==> src/clk_sync_cfg_pkg.sv <==
// package: offsets, field layout, reset values and timing of the clock delay and sync configuration registers
package clk_sync_cfg_pkg;
  localparam int ADDR_W = 4;
  localparam int DATA_W = 16;
  // register indices
  localparam logic [3:0] ADDR_COARSE = 4'hc;
  localparam logic [3:0] ADDR_FINE = 4'hd;
  localparam logic [3:0] ADDR_SYNC = 4'he;
  // reset values
  localparam logic [15:0] RESET_COARSE = 16'h0004;
  localparam logic [15:0] RESET_FINE = 16'h0000;
  localparam logic [15:0] RESET_SYNC = 16'h0003;
  // writable bit masks, reserved bits read as zero
  localparam logic [15:0] MASK_COARSE = 16'hfffc;
  localparam logic [15:0] MASK_FINE = 16'hfdff;
  localparam logic [15:0] MASK_SYNC = 16'hffdf;
  // coarse register fields
  localparam int COARSE_CODE_LSB = 4;
  localparam int COARSE_CODE_W = 12;
  localparam int DELAY_ADJUST_BIT = 3;
  localparam int DUTY_CYCLE_BIT = 2;
  // fine register fields
  localparam int FINE_CODE_LSB = 10;
  localparam int FINE_CODE_W = 6;
  localparam int FILTER_SELECT_BIT = 8;
  localparam int TANK_LSB = 0;
  localparam int TANK_W = 8;
  // sync register fields
  localparam int REF_DELAY_LSB = 6;
  localparam int REF_DELAY_W = 10;
  localparam int PHASE_LSB = 3;
  localparam int PHASE_W = 2;
  localparam int SLAVE_BIT = 2;
  localparam int REFCLK_OFF_BIT = 1;
  localparam int RESET_IN_OFF_BIT = 0;
  // saturation limits
  localparam logic [11:0] COARSE_MAX = 12'h97f;
  localparam logic [9:0] REF_DELAY_MAX = 10'h27f;
  // reference output divide
  localparam int REFCLK_DIV = 4;
  typedef enum logic [1:0] {
    PHASE_0 = 2'b00,
    PHASE_90 = 2'b01,
    PHASE_180 = 2'b10,
    PHASE_270 = 2'b11
  } ref_phase_t;
endpackage

==> src/quarter_rate_divider.sv <==
// divide-by-four clock copy generator for the reference clock outputs
`timescale 1ns/100ps
`default_nettype none
module quarter_rate_divider (
  // clock and reset
  input wire logic clk_sys,
  input wire logic reset_n,
  // control
  input wire logic run,
  // output
  output logic div_out
);
  import clk_sync_cfg_pkg::*;

  typedef struct packed {
    logic [1:0] cnt;
    logic q;
  } div_state_t;

  div_state_t state_reg;
  div_state_t state_next;

  if (REFCLK_DIV != 4) begin : g_ratio_check
    $error("divider only serves a ratio of four");
  end

  always_comb begin
    state_next = state_reg;
    if (run) begin
      state_next.cnt = state_reg.cnt + 2'h1;
      state_next.q = state_reg.cnt[1];
    end else begin
      state_next.cnt = 2'h0;
      state_next.q = 1'b0;
    end
  end

  always_ff @(posedge clk_sys) begin
    if (!reset_n) begin
      state_reg <= '0;
    end else begin
      state_reg <= state_next;
    end
  end

  assign div_out = state_reg.q;
endmodule // quarter_rate_divider
`default_nettype wire

==> src/clock_delay_sync_config_regs.sv <==
// clock delay, lc filter and multi-chip sync configuration register bank
`timescale 1ns/100ps
`default_nettype none

module clock_delay_sync_config_regs (
  // clock and reset
  input wire logic clk_sys,
  input wire logic reset_n,
  // register port
  input wire logic [clk_sync_cfg_pkg::ADDR_W-1:0] reg_addr,
  input wire logic [clk_sync_cfg_pkg::DATA_W-1:0] reg_wdata,
  input wire logic reg_write,
  input wire logic reg_read,
  output logic [clk_sync_cfg_pkg::DATA_W-1:0] reg_rdata,
  // aperture delay controls
  output logic delay_path_enable,
  output logic [clk_sync_cfg_pkg::COARSE_CODE_W-1:0] coarse_delay_applied,
  output logic [clk_sync_cfg_pkg::FINE_CODE_W-1:0] fine_delay_applied,
  output logic duty_cycle_stabiliser_on,
  // lc filter controls
  output logic lc_filter_enable,
  output logic [clk_sync_cfg_pkg::TANK_W-1:0] tank_frequency_select,
  output logic tank_code_valid,
  // sync controls
  output logic [clk_sync_cfg_pkg::REF_DELAY_W-1:0] reference_delay_applied,
  output clk_sync_cfg_pkg::ref_phase_t reference_phase_select,
  output logic slave_enable,
  input wire logic sync_reference_input,
  output logic sync_reference_latched,
  // reference clock outputs, enables active low
  output logic sync_reference_out_one,
  output logic sync_reference_out_one_oe_n,
  output logic sync_reference_out_two,
  output logic sync_reference_out_two_oe_n,
  // output clock reset
  input wire logic output_clock_reset_input,
  output logic output_clock_reset
);
  import clk_sync_cfg_pkg::*;

  // --------------------------------------------------------------------
  // state
  // --------------------------------------------------------------------
  typedef struct packed {
    logic [15:0] coarse;
    logic [15:0] fine;
    logic [15:0] sync;
    logic [15:0] rdata;
    logic ref_latched;
    logic ref_prev;
    logic clk_rst;
    logic [1:0] phase_cnt;
  } bank_state_t;

  bank_state_t state_reg;
  bank_state_t state_next;

  logic divided;
  logic refclk_run;
  logic adjust_sel;
  logic filter_sel;

  if (DATA_W != 16 || ADDR_W != 4) begin : g_width_check
    $error("register bank serves only 16-bit data and 4-bit addresses");
  end

  // --------------------------------------------------------------------
  // decode helpers
  // --------------------------------------------------------------------
  function automatic logic [15:0] read_mux(input logic [3:0] addr, input bank_state_t s);
    logic [15:0] v;
    v = 16'h0000;
    case (addr)
      ADDR_COARSE: v = s.coarse;
      ADDR_FINE: v = s.fine;
      ADDR_SYNC: v = s.sync;
      default: v = 16'h0000;
    endcase
    return v;
  endfunction

  function automatic logic is_thermometer(input logic [7:0] code);
    logic ok;
    ok = 1'b1;
    for (int i = 1; i < 8; i++) begin
      if (code[i] && !code[i-1]) begin
        ok = 1'b0;
      end
    end
    return ok;
  endfunction

  // --------------------------------------------------------------------
  // register write and read
  // --------------------------------------------------------------------
  always_comb begin
    state_next = state_reg;
    state_next.rdata = 16'h0000;
    if (reg_write) begin
      case (reg_addr)
        ADDR_COARSE: state_next.coarse = reg_wdata & MASK_COARSE;
        ADDR_FINE: state_next.fine = reg_wdata & MASK_FINE;
        ADDR_SYNC: state_next.sync = reg_wdata & MASK_SYNC;
        default: state_next.coarse = state_reg.coarse;
      endcase
    end
    if (reg_read) begin
      state_next.rdata = read_mux(reg_addr, state_reg);
    end
    // reference phase counter and latch at the chosen quarter
    state_next.ref_prev = sync_reference_input;
    state_next.phase_cnt = state_reg.phase_cnt + 2'h1;
    if (state_reg.phase_cnt == state_reg.sync[PHASE_LSB +: PHASE_W]) begin
      state_next.ref_latched = sync_reference_input;
    end
    // realign on a rising reference edge, seen against the previous input sample
    if (state_reg.sync[SLAVE_BIT] && sync_reference_input && !state_reg.ref_prev) begin
      state_next.phase_cnt = 2'h0;
    end
    state_next.clk_rst = output_clock_reset_input && !state_reg.sync[RESET_IN_OFF_BIT];
  end

  always_ff @(posedge clk_sys) begin
    if (!reset_n) begin
      state_reg.coarse <= RESET_COARSE;
      state_reg.fine <= RESET_FINE;
      state_reg.sync <= RESET_SYNC;
      state_reg.rdata <= 16'h0000;
      state_reg.ref_latched <= 1'b0;
      state_reg.ref_prev <= 1'b0;
      state_reg.clk_rst <= 1'b0;
      state_reg.phase_cnt <= 2'h0;
    end else begin
      state_reg <= state_next;
    end
  end

  assign reg_rdata = state_reg.rdata;

  // --------------------------------------------------------------------
  // aperture delay and filter controls
  // --------------------------------------------------------------------
  assign adjust_sel = state_reg.coarse[DELAY_ADJUST_BIT];
  assign filter_sel = state_reg.fine[FILTER_SELECT_BIT];
  assign delay_path_enable = filter_sel | adjust_sel;

  always_comb begin
    coarse_delay_applied = '0;
    fine_delay_applied = '0;
    if (delay_path_enable) begin
      if (state_reg.coarse[COARSE_CODE_LSB +: COARSE_CODE_W] > COARSE_MAX) begin
        coarse_delay_applied = COARSE_MAX;
      end else begin
        coarse_delay_applied = state_reg.coarse[COARSE_CODE_LSB +: COARSE_CODE_W];
      end
      fine_delay_applied = state_reg.fine[FINE_CODE_LSB +: FINE_CODE_W];
    end
  end

  assign duty_cycle_stabiliser_on = state_reg.coarse[DUTY_CYCLE_BIT];
  assign lc_filter_enable = filter_sel;
  assign tank_frequency_select = state_reg.fine[TANK_LSB +: TANK_W];
  assign tank_code_valid = is_thermometer(state_reg.fine[TANK_LSB +: TANK_W]);

  // --------------------------------------------------------------------
  // sync controls
  // --------------------------------------------------------------------
  always_comb begin
    if (state_reg.sync[REF_DELAY_LSB +: REF_DELAY_W] >= REF_DELAY_MAX) begin
      reference_delay_applied = REF_DELAY_MAX;
    end else begin
      reference_delay_applied = state_reg.sync[REF_DELAY_LSB +: REF_DELAY_W];
    end
  end

  assign reference_phase_select = ref_phase_t'(state_reg.sync[PHASE_LSB +: PHASE_W]);
  assign slave_enable = state_reg.sync[SLAVE_BIT];
  assign sync_reference_latched = state_reg.ref_latched;
  assign output_clock_reset = state_reg.clk_rst;

  // --------------------------------------------------------------------
  // quarter-rate reference outputs
  // --------------------------------------------------------------------
  assign refclk_run = !state_reg.sync[REFCLK_OFF_BIT];

  quarter_rate_divider u_div (
    .clk_sys(clk_sys),
    .reset_n(reset_n),
    .run(refclk_run),
    .div_out(divided)
  );

  assign sync_reference_out_one = divided;
  assign sync_reference_out_two = divided;
  assign sync_reference_out_one_oe_n = !refclk_run;
  assign sync_reference_out_two_oe_n = !refclk_run;
endmodule // clock_delay_sync_config_regs
`default_nettype wire

==> config.mk <==
export PLATFORM = sky130hd
export DESIGN_NAME = clock_delay_sync_config_regs
export DESIGN_NICKNAME = d
export VERILOG_FILES = /design/src/clk_sync_cfg_pkg.sv /design/src/quarter_rate_divider.sv /design/src/clock_delay_sync_config_regs.sv
export SDC_FILE = /design/constraint.sdc
export NUM_CORES = 1
export LEC_CHECK = 0
export BUFFER_PORTS_ARGS = -buffer_cell sky130_fd_sc_hd__buf_2
export CAP_MARGIN = 20
export CORE_ASPECT_RATIO = 1.5
export CORE_MARGIN = 1.5
export CORE_UTILIZATION = 52
export CTS_CLUSTER_DIAMETER = 50
export DETAILED_ROUTE_END_ITERATION = 6
export PLACE_DENSITY_LB_ADDON = 0.12
export SYNTH_ARGS = -nofsm -noshare
export SYNTH_HDL_FRONTEND = slang
export SYNTH_SLANG_ARGS = --single-unit
==> constraint.sdc <==
create_clock -name clk_sys -period 1.4 [get_ports clk_sys]
set_clock_uncertainty 0.05 [all_clocks]
set_input_delay 0.28 -clock clk_sys [delete_from_list [all_inputs] [get_ports clk_sys]]
set_output_delay 0.28 -clock clk_sys [all_outputs]
set_load 0.01 [all_outputs]
==> summary.md <==
| Metric | Value |
|---|---|
| Reg2Reg Depth | 4 |
| DRT antenna net count | 0 |
| Worst setup EP type | primary output |
| Pleak | between 0.0015 and 0.002 uW |
| Cell variety after synth | 33 |
| DR WL/cell | 14.62 um |
| Hold Crit Class | in -> reg |
| R2R Path End | reg_rdata[11]$_SDFF_PN0_ |
| Final hold violations | 0 |
| # IOs | a little over 90 |
| Worst Path Required | roughly 1100 ps |
| Pin count of the biggest net entering global routing | 24 |
| Synthesized netlist cell count | roughly 340 |
| Total Wirelength | between 7000 and 8000 um |
| Critical path class | reg -> out |
| Leading cell types by count after synthesis | 68 x dfxtp_1, 60 x nand2_1, 55 x mux2i_1 |
| Hold_sp | output_clock_reset_input |
| Row count | 34 |
| Post-route clock period utilization | 127.1% |
| Violated checks | negative setup slack |
| DR pass1 iterations | 4 |
| Design area | ~3900 um2 |
| Count leader, synth | dfxtp_1 |
| Number of clock sinks | between 60 and 70 |
| Die H | 98.09 um |
| Die X-Extent | around 66 um |
| Primary FF master, synth | dfxtp_1 |
| Post-synthesis net count | 362 |
| Final min period | 1779 ps |
| Port buffer count | 90 |
| Worst-Skew Late Latency | about 350 ps |
| CTS tree | built |
| Layout cells sized above 1 | between 30% and 40% |
| CTS buffer count | 9 |
| Fill cell count | between 400 and 500 |
| Startpoint types | flop |
| Vias per cell | around 5.2 |
| #FFs+latches synth | 68 |
| Placed cell area | 3590 um2 |
| Worst Hold Depth | 2 |
| GRT Total Usage | between 20% and 30% |
| Worst-margin pin slew | around 330 ps |
| Relative slew margins | 78.16% |
| Final setup vio count | 27 |
| Die area | about 6500 um2 |
| TNS Setup | -5724 ps |
| Via count | 2,599 |
| Core Util, Final | around 68% |
| Clock Path Buffers | 2 |
| Final Max Slew Viols | 0 |
| Ys Warns | 0 |
| Critical Path Fanout Max | 4 |
| N_diodes | 0 |
| Post-synth ARST share | 0% |
| Initial antenna violation count | 0 |
| Arr. time, crit path | ~1500 ps |
| Synthesized cell area | ~3100 um2 |
| NumNets Final | approximately 450 |
| Total power | 3930 uW |
| Number of max-cap violations | 0 |
| H-Tree Depth | 3 |
| Pwr dens | approximately 1000 nW/um2 |
| Final HPWL DP | about 5200 um |
| FF-to-FF Start | state_reg[64]$_SDFFE_PN0P_ |
| Final WS setup | -379.4 ps |
| Number of global-route vias before repair | ~2,400 |
| Sequential fraction of the synthesis area | approximately 43% |
| Residual DRC | 0 |
| Area Growth Syn to Fin | 25.83% |
| Core area | slightly below 6000 um2 |
| Starting Density | a little over half |
| First-pass GRT wire length | ~11,000 um |
| Clock Pin Slew Worst Setup and Hold Paths | around 80 ps |
| Cts hold-fix bufs | 0 |
| Max IR drop VDD | approximately 600 uV |
| Max reg flops | 32 |
| CTS root buffer | clkbuf_8 |
| Synth top area share | 43.43% |
| Post-synth top area cell | dfxtp_1 |
| Mapped Avg Cell Area | between 9 and 10 um2 |
| Status | finished, violations left |
| Reg-to-reg setup timing slack | 340 ps |
| GR Overflow Total | 0 |
| EDFF count, synth | 0 |
| Max Fclk | roughly 0.56 GHz |
| Initial DRC count | roughly 110 |
| Sink of the worst hold path | output_clock_reset$_SDFF_PN0_ |
| Synth top area cells | dfxtp_1 43%, mux2i_1 18%, buf_4 7.2% |
| RSZ-0062 raised after global routing | true |
| Routability cong. | ~0.8 |
==> per-stage QoR <==
| step | hold slack [ps] | cells | setup slack (ps) |
|---|---|---|---|
| after floorplan | 363.4 | 336 | 33.87 |
| after global placement | 371.6 | 479 | -152.1 |
| after detailed placement | 377.0 | 479 | -205.3 |
| after CTS | 108.4 | 500 | -371.3 |
| after global routing | 131.5 | 500 | -454.5 |
| final | 108.8 | 500 | -379.4 |
==> layout make-up <==
cell class / instances / area (um2) / share of cell area (%)
clock inverter: 4 / 47.55 / 1.206
clock buffer: 12 / 155.1 / 3.934
multi-input combinational: 213 / 1464 / 37.12
timing repair buffer: 125 / 782.0 / 19.83
inverter: 6 / 27.53 / 0.6980
tap: 72 / 90.09 / 2.284
sequential: 68 / 1378 / 34.93
==> kinds of logic (layout without fill, tap and decap cells) <==
family / after synthesis / in the layout / synth area share [%]
compound gates: 36 / 36 / 8.583
flops: 68 / 68 / 43.43
xor+xnor: 4 / 4 / 1.118
mux: 55 / 55 / 17.56
simple gates: 117 / 118 / 17.21
buf+inv: 56 / 147 / 12.10
==> routing by layer <==
layer	global-route usage, %	part of all wire [%]	vias to the layer above
li1	-	-	1269
met5	0	0	-
met1	27.60	43	1238
met4	8.948	1.7	0
met3	6.336	5.3	10
met2	39.54	50	82
==> worst max-delay path, cell delays in order, from the launching register on <==
cell and delay, ps:
dfxtp_2 340, a211oi_4 330, nor2b_2 140, o21a_1 180
buf_2 130
==> power by group <==
group | total [uW] | switching, uW | internal [uW]
clock | 1630 | 719 | 914
combinational | 311 | 163 | 148
sequential | 1980 | 21.9 | 1960
==> cells in the final DEF, fill, tap and decap left out, types with 2 or more instances in the layout <==
cell type and count:
o21a_1 8, nand2_1 60, nand3_1 2, and3_1 2, inv_1 5, a22oi_1 2
o211ai_1 2, and2_1 10, dfxtp_1 55, buf_2 88, nor2b_4 3, nor2_1 23
nor3_1 2, nand2b_1 7, clkinv_2 2, xnor2_1 4, clkbuf_8 11, mux2i_1 55
buf_6 7, a2bb2oi_1 12, dfxtp_2 13, buf_4 27, a21oi_1 5, nor2b_1 2
buf_12 3
==> what timing repair did <==
item	CTS	global route
pin swaps	4	3
setup endpoints to repair	27	30
buffers inserted	4	0
resized for setup	23	14
cloned	1	0
==> worst max-delay path by stage <==
| stage | slack (ps) | depth (start not counted) | end | start |
|---|---|---|---|---|
| 5_1_grt | -450 | 4 | coarse_delay_applied[2] | state_reg[65]$_SDFFE_PN0P_ |
| 2_1_floorplan | 30 | 5 | coarse_delay_applied[7] | lc_filter_enable$_SDFFE_PN0P_ |
| 3_3_place_gp | -150 | 4 | coarse_delay_applied[8] | state_reg[65]$_SDFFE_PN0P_ |
| 6_report | -380 | 4 | coarse_delay_applied[2] | state_reg[65]$_SDFFE_PN0P_ |
| 4_1_cts | -370 | 4 | coarse_delay_applied[2] | state_reg[65]$_SDFFE_PN0P_ |
| 3_5_place_dp | -210 | 4 | coarse_delay_applied[0] | state_reg[65]$_SDFFE_PN0P_ |
(Power assumes the default switching activity.)
